===== src/rtl/adcrr_pkg.sv =====
// adcrr_pkg: constants and types for the converter round-robin channel selector
// assumes: one 16-bit configuration register written through the serial config port
package adcrr_pkg;
  // ----------------------------------------------------------------
  // register layout
  // ----------------------------------------------------------------
  localparam int CFG_W = 16;
  localparam logic [15:0] CFG_RESET = 16'h0000;
  localparam int ON_LSB = 8;
  localparam int OFF_LSB = 0;
  localparam int SRC_N = 7;
  localparam logic [15:0] CFG_RW_MASK = 16'hffff;
  localparam int RES_W = 10;
  // ----------------------------------------------------------------
  // source slots: index i selects input/slot in visiting order
  // slot 0 input1, 1 input3, 2 input5, 3 input2, 4 input4, 5 input6, 6 die temp
  // ----------------------------------------------------------------
  localparam logic [2:0] SLOT_NONE_IDX = 3'h7;
  localparam logic [2:0] SLOT_FIRST = 3'h0;
  localparam logic [2:0] SLOT_LAST = 3'h6;
  // converter mux code per slot: 1..6 analog inputs, 7 die temperature
  localparam logic [2:0] MUX_IN1 = 3'h1;
  localparam logic [2:0] MUX_IN3 = 3'h3;
  localparam logic [2:0] MUX_IN5 = 3'h5;
  localparam logic [2:0] MUX_IN2 = 3'h2;
  localparam logic [2:0] MUX_IN4 = 3'h4;
  localparam logic [2:0] MUX_IN6 = 3'h6;
  localparam logic [2:0] MUX_DIE = 3'h7;
  typedef enum logic [1:0] {ADCRR_IDLE, ADCRR_CONV, ADCRR_STORE} adcrr_state_t;
endpackage


===== src/rtl/adcrr_next_slot.sv =====
// adcrr_next_slot: finds the next enabled slot after the current one
// assumes: purely combinational, used by the sequencer in the same clock domain
`timescale 1ns/1ps
`default_nettype none
module adcrr_next_slot (
  input wire logic [6:0] i_enables,
  input wire logic [2:0] i_current,
  output logic o_found,
  output logic [2:0] o_next
);
  logic [2:0] idx;
  always_comb begin
    o_found = 1'b0;
    o_next = adcrr_pkg::SLOT_FIRST;
    idx = 3'h0;
    // search forward from current+1, wrapping die temp back to input1
    for (int k = 1; k <= adcrr_pkg::SRC_N; k++) begin
      idx = 3'((int'(i_current) + k) % adcrr_pkg::SRC_N);
      if (!o_found && i_enables[idx]) begin
        o_found = 1'b1;
        o_next = idx;
      end
    end
  end
endmodule // adcrr_next_slot
`default_nettype wire


===== src/rtl/adcrr_channel_select.sv =====
// adcrr_channel_select: channel select register and round-robin sequencer
// assumes: serial config logic gives a one-cycle write strobe with 16-bit data;
// converter takes a start pulse with a mux code and answers with done + result
`timescale 1ns/1ps
`default_nettype none
module adcrr_channel_select (
  input wire logic i_clock,
  input wire logic i_sys_rst,
  input wire logic i_cfg_wr,
  input wire logic [15:0] i_cfg_wdata,
  input wire logic i_pwm_on,
  input wire logic i_conv_done,
  input wire logic [9:0] i_conv_result,
  output logic [15:0] o_conv_channel_select_cfg,
  output logic o_conv_start,
  output logic [2:0] o_conv_mux,
  output logic [9:0] o_result_slot1,
  output logic [9:0] o_result_slot2,
  output logic [9:0] o_result_slot3,
  output logic [9:0] o_result_slot4,
  output logic [9:0] o_result_slot5,
  output logic [9:0] o_result_slot6,
  output logic [9:0] o_result_slot7,
  output logic o_busy
);
  // ----------------------------------------------------------------
  // state
  // ----------------------------------------------------------------
  typedef struct packed {
    logic [15:0] cfg;
    adcrr_pkg::adcrr_state_t state;
    logic [2:0] slot;
    logic busy;
    logic start;
    logic [2:0] mux;
    logic [6:0][9:0] result;
  } adcrr_regs_t;

  adcrr_regs_t r;
  adcrr_regs_t next_r;

  // slot order maps to analog input number for the converter mux
  function automatic logic [2:0] adcrr_mux_of(input logic [2:0] slot);
    case (slot)
      3'h0: adcrr_mux_of = adcrr_pkg::MUX_IN1;
      3'h1: adcrr_mux_of = adcrr_pkg::MUX_IN3;
      3'h2: adcrr_mux_of = adcrr_pkg::MUX_IN5;
      3'h3: adcrr_mux_of = adcrr_pkg::MUX_IN2;
      3'h4: adcrr_mux_of = adcrr_pkg::MUX_IN4;
      3'h5: adcrr_mux_of = adcrr_pkg::MUX_IN6;
      default: adcrr_mux_of = adcrr_pkg::MUX_DIE;
    endcase
  endfunction

  // result slot index: input1->0, input3->1, input5->2, input2->3, input4->4,
  // input6->5, die->6, which is the visiting slot itself (index 0 drives o_result_slot1)
  function automatic logic [2:0] adcrr_slot_of(input logic [2:0] slot);
    adcrr_slot_of = slot;
  endfunction

  // ----------------------------------------------------------------
  // enable selection
  // ----------------------------------------------------------------
  logic [6:0] on_en;
  logic [6:0] off_en;
  logic [6:0] act_en;
  logic next_found;
  logic [2:0] next_slot;

  // bit 8+i is on-phase slot i, bit i is off-phase slot i
  assign on_en = r.cfg[adcrr_pkg::ON_LSB +: adcrr_pkg::SRC_N];
  assign off_en = r.cfg[adcrr_pkg::OFF_LSB +: adcrr_pkg::SRC_N];
  // phase is taken at the choosing edge itself, so each source matches the phase live at its own choice
  assign act_en = i_pwm_on ? on_en : off_en;

  // starting from slot 6 makes the search begin at input1 after a wrap
  adcrr_next_slot u_next (
    .i_enables(act_en),
    .i_current((r.state == adcrr_pkg::ADCRR_IDLE) ? adcrr_pkg::SLOT_LAST : r.slot),
    .o_found(next_found),
    .o_next(next_slot)
  );

  // ----------------------------------------------------------------
  // source choice
  // ----------------------------------------------------------------
  // a choice is only acted on in idle and store, so a done pulse that
  // arrives outside a conversion can never start one
  logic launch;
  logic [2:0] launch_mux;

  always_comb begin
    launch = 1'b0;
    launch_mux = r.mux;
    case (r.state)
      adcrr_pkg::ADCRR_IDLE: begin
        launch = next_found;
      end
      adcrr_pkg::ADCRR_STORE: begin
        launch = next_found;
      end
      default: begin
        launch = 1'b0;
      end
    endcase
    if (launch) begin
      launch_mux = adcrr_mux_of(next_slot);
    end
  end

  // ----------------------------------------------------------------
  // result store decode
  // ----------------------------------------------------------------
  // one-hot write enable per result slot; a done pulse outside a
  // conversion leaves every slot untouched
  logic [6:0] store_hit;

  always_comb begin
    store_hit = 7'h00;
    if ((r.state == adcrr_pkg::ADCRR_CONV) && i_conv_done) begin
      store_hit[adcrr_slot_of(r.slot)] = 1'b1;
    end
  end

  // ----------------------------------------------------------------
  // sequencer
  // ----------------------------------------------------------------
  always_comb begin
    next_r = r;
    next_r.start = 1'b0;
    if (i_cfg_wr) begin
      // a write mid-run is used from the next source choice on
      next_r.cfg = i_cfg_wdata & adcrr_pkg::CFG_RW_MASK;
    end
    for (int n = 0; n < adcrr_pkg::SRC_N; n++) begin
      if (store_hit[n]) begin
        next_r.result[n] = i_conv_result;
      end
    end
    case (r.state)
      adcrr_pkg::ADCRR_IDLE: begin
        // a conversion in flight keeps its source even if the phase flips
        if (launch) begin
          next_r.slot = next_slot;
          next_r.mux = launch_mux;
          next_r.start = 1'b1;
          next_r.busy = 1'b1;
          next_r.state = adcrr_pkg::ADCRR_CONV;
        end
      end
      adcrr_pkg::ADCRR_CONV: begin
        if (i_conv_done) begin
          next_r.state = adcrr_pkg::ADCRR_STORE;
        end
      end
      adcrr_pkg::ADCRR_STORE: begin
        // follow the fixed order from the slot just stored
        if (launch) begin
          next_r.slot = next_slot;
          next_r.mux = launch_mux;
          next_r.start = 1'b1;
          next_r.state = adcrr_pkg::ADCRR_CONV;
        end else begin
          next_r.busy = 1'b0;
          next_r.state = adcrr_pkg::ADCRR_IDLE;
        end
      end
      default: begin
        next_r.busy = 1'b0;
        next_r.state = adcrr_pkg::ADCRR_IDLE;
      end
    endcase
  end

  always_ff @(posedge i_clock) begin
    if (i_sys_rst) begin
      r.cfg <= adcrr_pkg::CFG_RESET;
      r.state <= adcrr_pkg::ADCRR_IDLE;
      r.slot <= adcrr_pkg::SLOT_LAST;
      r.busy <= 1'b0;
      r.start <= 1'b0;
      r.mux <= adcrr_pkg::MUX_IN1;
      r.result[0] <= 10'h000;
      r.result[1] <= 10'h000;
      r.result[2] <= 10'h000;
      r.result[3] <= 10'h000;
      r.result[4] <= 10'h000;
      r.result[5] <= 10'h000;
      r.result[6] <= 10'h000;
    end else begin
      r <= next_r;
    end
  end

  // ----------------------------------------------------------------
  // outputs
  // ----------------------------------------------------------------
  assign o_conv_channel_select_cfg = r.cfg;
  assign o_conv_start = r.start;
  assign o_conv_mux = r.mux;
  assign o_result_slot1 = r.result[0];
  assign o_result_slot2 = r.result[1];
  assign o_result_slot3 = r.result[2];
  assign o_result_slot4 = r.result[3];
  assign o_result_slot5 = r.result[4];
  assign o_result_slot6 = r.result[5];
  assign o_result_slot7 = r.result[6];
  // busy has its own flop so the output never comes from a state decode
  assign o_busy = r.busy;
endmodule // adcrr_channel_select
`default_nettype wire


===== config.mk =====
export PLATFORM = sky130hd
export DESIGN_NAME = adcrr_channel_select
export DESIGN_NICKNAME = d
export VERILOG_FILES = /design/src/rtl/adcrr_pkg.sv /design/src/rtl/adcrr_next_slot.sv /design/src/rtl/adcrr_channel_select.sv
export SDC_FILE = /design/constraint.sdc
export NUM_CORES = 1
export LEC_CHECK = 0
export ABC_AREA = 0
export BUFFER_PORTS_ARGS = -buffer_cell sky130_fd_sc_hd__buf_2
export CORE_MARGIN = 2
export CORE_UTILIZATION = 50
export CTS_CLUSTER_DIAMETER = 200
export DETAILED_ROUTE_END_ITERATION = 12
export PLACE_DENSITY = 0.72
export SETUP_SLACK_MARGIN = 0.2
export SYNTH_ARGS = -nofsm -noshare
export SYNTH_HDL_FRONTEND = slang
export SYNTH_SLANG_ARGS = --single-unit

===== constraint.sdc =====
create_clock -name i_clock -period 7.05 [get_ports i_clock]
set_clock_uncertainty 0.2 [all_clocks]
set_input_delay 1.0575 -clock i_clock [delete_from_list [all_inputs] [get_ports i_clock]]
set_output_delay 1.0575 -clock i_clock [all_outputs]
set_load 0.05 [all_outputs]

# [Yosys cells after proc, flatten, opt, wreduce, memory -nomap -nowiden]
# Index checks and enable logic that the tools add are counted.
# W data, S select, Z words.
[classes] add_sub_neg=7 n_div=7 order_cmp=9 n_eq_ne=11 mux=45 bitwise=1 n_reduce_logical=21
[ops] op="$mod A32 B4 Y32 const B" n=7
[ops] op="$lt A3 B4 Y1 const B" n=8
[ops] op="$mux W3" n=9
[ops] op="$bmux W1 S3" n=7
[ops] op="$mux W1" n=18
[ops] op="$pmux W3 S6" n=1
[ops] op="$add A3 B3 Y4 const B" n=4
[ops] op="$mux W7" n=2
[ops] op="$mux W10" n=1
[ops] op="$add A3 B2 Y4 const B" n=2
[ops] op="$logic_and A1 B1 Y1" n=8
[ops] op="$ne A2 B2 Y1 const B" n=4
[ops] op="$pmux W4 S2" n=1
[ops] op="$eq A3 B2 Y1 const B" n=2
[ops] op="$eq A3 B3 Y1 const B" n=2
[ops] op="$logic_not A1 Y1" n=6
[ops] op="$pmux W2 S3" n=1
[ops] op="$pmux W3 S2" n=1
[ops] op="$reduce_and A3 Y1" n=2
[ops] op="$add A3 B1 Y4 const B" n=1
[ops] op="$mux W4" n=1
[ops] op="$demux W1 S3" n=1
[ops] op="$eq A3 B1 Y1 const B" n=1
[ops] op="$ge A3 B1 Y1 const B" n=1
[ops] op="other kinds (10)" n=10
[word_totals] ff_bits=96 input_bits=31 word_cells=114

# [Depth between registers and ports, before layout]
[logic_depth] ltp_word=29 mapped_depth=24

# [Hierarchy]
# From an unflattened synthesis, not the netlist that was laid out.
[unflattened] hier_cells=700 area_unflattened_um2=6621.4
[by_module_without_submodules] mod="adcrr_channel_select" instances=1 cells_each=439 area_each_um2=4494.3 seq_area_each_um2=1921.8
[by_module_without_submodules] mod="adcrr_next_slot" instances=1 cells_each=261 area_each_um2=2127.0 seq_area_each_um2=0.0

# [Least setup slack after synthesis]
# OpenSTA, ideal clock, no wires.
[synth_path] path_kind="register to register" startpoint="register r[79] (netlist bit)" endpoint="register r, in the netlist o_conv_mux[1]" setup_time_ns=0.091 arrival_ns=4.794 required_time_ns=6.759 slack_ns=1.965 stages_incl_launch_ff=24 path_cell_list="dfxtp_1 -> buf_2 -> o21ai_4 -> inv_2 -> buf_4 -> buf_2 -> ha_1 -> clkbuf_1 -> xnor2_1 -> inv_1 -> ha_1 -> ha_1 -> or3b_1 -> nor4_4 -> nor2_2 -> a2111oi_0 -> a21oi_1 -> o31ai_1 -> a21oi_1 -> a21boi_0 -> o32a_1 -> a311oi_2 -> nand2b_1 -> a311oi_1"
[synth_between] elab_chain_cells=29
[synth_rtl] item="start, declared" line="adcrr_channel_select.sv:39" text="adcrr_regs_t r;"
[synth_rtl] item="start signal, assigned" line="adcrr_channel_select.sv:191" text="r <= next_r;"
[synth_rtl] item="$logic_not A2 Y1" line="adcrr_channel_select.sv:79, adcrr_channel_select.sv:95, adcrr_channel_select.sv:140"
[synth_rtl] item="$mux W3" line="adcrr_channel_select.sv:79" text=".i_current((r.state == adcrr_pkg::ADCRR_IDLE) ? adcrr_pkg::SLOT_LAST : r.slot),"
[synth_rtl] item="$add A3 B1 Y4" line="adcrr_next_slot.sv:18" text="idx = 3'((int'(i_current) + k) % adcrr_pkg::SRC_N);"
[synth_rtl] item="$mod A32 B4 Y32" line="adcrr_next_slot.sv:18"
[synth_rtl] item="$bmux W1 S3" line="adcrr_next_slot.sv:19" text="if (!o_found && i_enables[idx]) begin"
[synth_rtl] item="$mux W1 (not written as such)" line="adcrr_next_slot.sv:19"
[synth_rtl] item="$mux W1" line="adcrr_next_slot.sv:19"
[synth_rtl] item="$logic_not A1 Y1" line="adcrr_next_slot.sv:19"
[synth_rtl] item="[13 not listed]"
[synth_rtl] item="$mux W1" line="adcrr_next_slot.sv:19"
[synth_rtl] item="$logic_not A1 Y1" line="adcrr_next_slot.sv:19"
[synth_rtl] item="$logic_and A1 B1 Y1" line="adcrr_next_slot.sv:19"
[synth_rtl] item="$mux W3" line="adcrr_next_slot.sv:19"
[synth_rtl] item="$eq A3 B3 Y1 (tied with other cells)" line="adcrr_channel_select.sv:44" text="case (slot)"
[synth_rtl] item="$pmux W3 S6" line="adcrr_channel_select.sv:44"
[synth_rtl] item="$mux W4 or $mux W10 (tied branches)" line="adcrr_channel_select.sv:158, adcrr_channel_select.sv:143"
[synth_rtl] item="$pmux W4 S2" line="adcrr_channel_select.sv:140" text="case (r.state)"
# Several ways; a longest one is shown, not always the timed one. The select of a mux whose other input is x is not followed.
# A chain may end at the register's enable or synchronous reset.

# [Worst setup path in the final report]
# Ends and elaborated chain as after synthesis.

==> flow_summary_export.csv <==
group,metric,value,unit
floorplan,die-width,118,um
worst_setup_path,critPathLaunchType,"flop",
timing,finalSetupTns,0,ps
logic_synthesis,synth.top_cell.area_share,0.294,
route,drtAntennaViolNets,0,
logic_synthesis,dominantRegCellSynth,"dfxtp_1",
placed_design,gp_congestion,0.972,
timing,grt_setup_unrepaired,"no",
floorplan,dieArea,14000,um^2
timing,setup_viol,0,
timing,fin_crit,6330,ps
logic_synthesis,async_flop_share,0,
global_routing,grt_pass1_wl,26600,um
cells_and_area,syn_to_final_growth,4.81,%
worst_setup_path,setup.worst_path.end_class,"flop",
cts,numCtsBuffers,9,
floorplan,initial_utilization,0.515,
power_and_ir_drop,leakage,3.13,nW
global_routing,grt_pass1_vias,5135,
outcome,outcome,"finished clean",
cts,cts_buffer_depth,2,
cells_and_area,nets,828,
placed_design,dp_slack,947,ps
route,drt_wl_total,16600,um
route,highest_layer,"met4",
logic_synthesis,netlist_instances,769,
route,wl_met2,7580,um
logic_synthesis,synth_nets,821,
power_and_ir_drop,p_per_area,387,nW/um^2
placed_design,hpwl,11800,um
worst_setup_path,critPathRequiredTime,7100,ps
cts,cts_tree,"done",
logic_synthesis,postSynthAreaPerCell,8.49,um^2
route,vias,5494,
timing,drv_slew,0,
worst_setup_path,critPathMaxStageDelay,830,ps
route,wire_per_inst,17.5,um
logic_synthesis,synth-seq-area-share,0.294,
global_routing,grt_overflow,0,
logic_synthesis,ys_ff_latch,96,
worst_setup_path,path_class,"reg -> reg",
global_routing,grt_max_degree,97,
worst_setup_path,crit_arrival,6380,ps
power_and_ir_drop,vdd_drop_max,0.213,mV
cts,postCtsSetupRepairBufs,0,
worst_setup_path,cp_cell_sequence,"or2_4 -> nand2b_1 -> ha_1 -> inv_1 -> ha_1 -> ha_1 -> inv_1 -> a2bb2oi_2 -> nand2_1 -> mux2i_1 -> o31ai_1 -> nor3_4 -> a21boi_1 -> nor2b_1 -> o32a_1 -> a311oi_2 -> nand2b_1 -> a311oi_1",
route,dr_wl_met3,1220,um
floorplan,core-area,12700,um^2
logic_synthesis,syn_area,6530,um^2
cts,htree_levels,3,
cts,root_buffer,"clkbuf_16",
worst_setup_path,r2r_end,"o_conv_mux[1]",
placed_design,io_buffers,121,
timing,finalCritPeriodShare,0.898,
worst_hold_path,whs_endpoint,"o_result_slot2[8]",
worst_setup_path,slowest_stage,"ha_1",
timing,setup_ws,721,ps
timing,final-hold-violation-count,0,
timing,relSlewSlack,0.293,
logic_synthesis,synth_edf_count,0,
route,wl_met1,7640,um
worst_setup_path,cp_max_fo,16,
global_routing,antenna_found_initial,0,
logic_synthesis,synth_common_cells,"103 x nor2_1, 96 x dfxtp_1, 92 x mux2i_1",
flow_run,timing.max_cap.violations,0,
floorplan,placementRows,41,
global_routing,grt_usage,0.233,
route,post-route-drc-count,0,
logic_synthesis,synth_warnings,0,
cts,clk_latency,350,ps
worst_setup_path,cpMostUsedCell,"ha_1",
cts,cts_resized,0,
worst_setup_path,reg2reg_depth,18,
timing,worstMarginPinSlew,1060,ps
cells_and_area,drive_gt1_frac,0.235,
route,drt_iter0_markers,418,
floorplan,ios,122,
timing,fmax,158,MHz
worst_hold_path,hp-class,"reg -> reg",
cts,cts-hold-fix-buffers,0,
floorplan,die_y,118,um
cts,clkTransAtPathRegs,70,ps
logic_synthesis,synth_area_leaders,"dfxtp_1 29%, mux2i_1 14%, buf_4 10%",
worst_hold_path,hold_start,"o_result_slot2[8]",
cells_and_area,diodes,0,
worst_hold_path,min_path_cells,2,
worst_setup_path,r2r-start,"r[79]",
route,avgViaCountPerCell,5.77,
route,drtPass1Iterations,5,
logic_synthesis,synth.distinct_cells,86,
logic_synthesis,synth.most_common_cell,"nor2_1",
worst_setup_path,r2r_slack,720,ps
cts,cts_sinks,96,
cells_and_area,fillerInstances,1238,
logic_synthesis,post-synth-top-area-cell,"dfxtp_1",
-- metal layers --
metal | vias up | GRT usage
met1 | 2585 | 0.320
li1 | 2653 | -
met3 | 18 | 0.0521
met2 | 238 | 0.371
met4 | 0 | 0.0550
met5 | - | 0
-- power breakdown --
group | switching (mW) | internal (mW)
logic | 0.935 | 0.542
registers | 0.0544 | 0.588
clock network | 0.216 | 0.312
total | 1.21 | 1.44
-- final cells by class --
cell class,instances,area [um^2],share of cell area
clock inverter,6,92.6,0.0135
sequential,96,1920,0.281
multi-input combinational,529,3700,0.541
timing repair buffer,123,621,0.0907
inverter,17,68.8,0.0101
tap,172,215,0.0314
clock buffer,9,225,0.0329
-- stage by stage --
stage | area, um^2 | std cells | hold slack [ps] | power (mW) | util
3_3_place_gp | 6530 | 937 | 237 | 2.09 | 0.515
3_5_place_dp | 6530 | 937 | 241 | 2.09 | 0.515
6_report | 6850 | 952 | 247 | 2.65 | 0.540
2_1_floorplan | 6530 | 769 | 232 | 1.86 | -
5_1_grt | 6850 | 952 | 274 | 2.81 | 0.540
4_1_cts | 6850 | 952 | 250 | 2.62 | 0.540
-- registers in the layout, indices dropped and copies added, names as in the netlist --
signal,flops
o_result_slot1,10
o_result_slot6,10
o_result_slot7,10
o_result_slot4,10
o_result_slot5,10
o_result_slot3,10
o_conv_mux,3
o_result_slot2,10
r,5
o_conv_start,1
o_busy,1
o_conv_channel_select_cfg,16
-- worst max-delay path: cells and delay by family, from the launching register on --
family	cells	cell delay (ps)
compound gates	6	2160
flops	1	580
mux	1	180
fa+ha+maj	3	1420
simple gates	6	1090
buf+inv	2	600
-- how the worst max path moves through the flow --
stage / start / endpoint / slack, ps
after floorplan: r[79] / o_conv_mux[1] / 1960
after global placement: r[79] / o_conv_mux[1] / 1090
after detailed placement: r[79] / o_conv_mux[1] / 950
after CTS: r[79] / o_conv_mux[1] / 920
after global routing: r[79] / o_conv_mux[1] / 440
final: r[79] / o_conv_mux[1] / 720
-- cells by family after synthesis --
group	share of synthesized area
buffers and inverters	0.141
AND/OR/NAND/NOR	0.186
AO/OA/AOI/OAI	0.161
adder cells (fa/ha/maj)	0.0402
flip-flops	0.294
XOR/XNOR	0.0159
multiplexers	0.162
-- cell usage in the layout, fill, tap and decap left out, types with 4 or more instances in the layout --
cell	instances
and3_1	6
nand3_1	14
ha_1	21
nand2b_1	4
mux2i_1	92
nor2_1	103
buf_2	121
inv_1	14
dfxtp_1	96
a211o_1	4
a21oi_1	43
clkbuf_16	9
nor3_1	8
o31ai_1	6
o211ai_1	7
o22ai_1	8
nor2b_1	9
a31oi_1	6
nand4_1	12
nand2_1	65
o21ai_0	12
mux2_2	7
a211oi_1	5
xnor2_1	8
(Power assumes the default switching activity.)
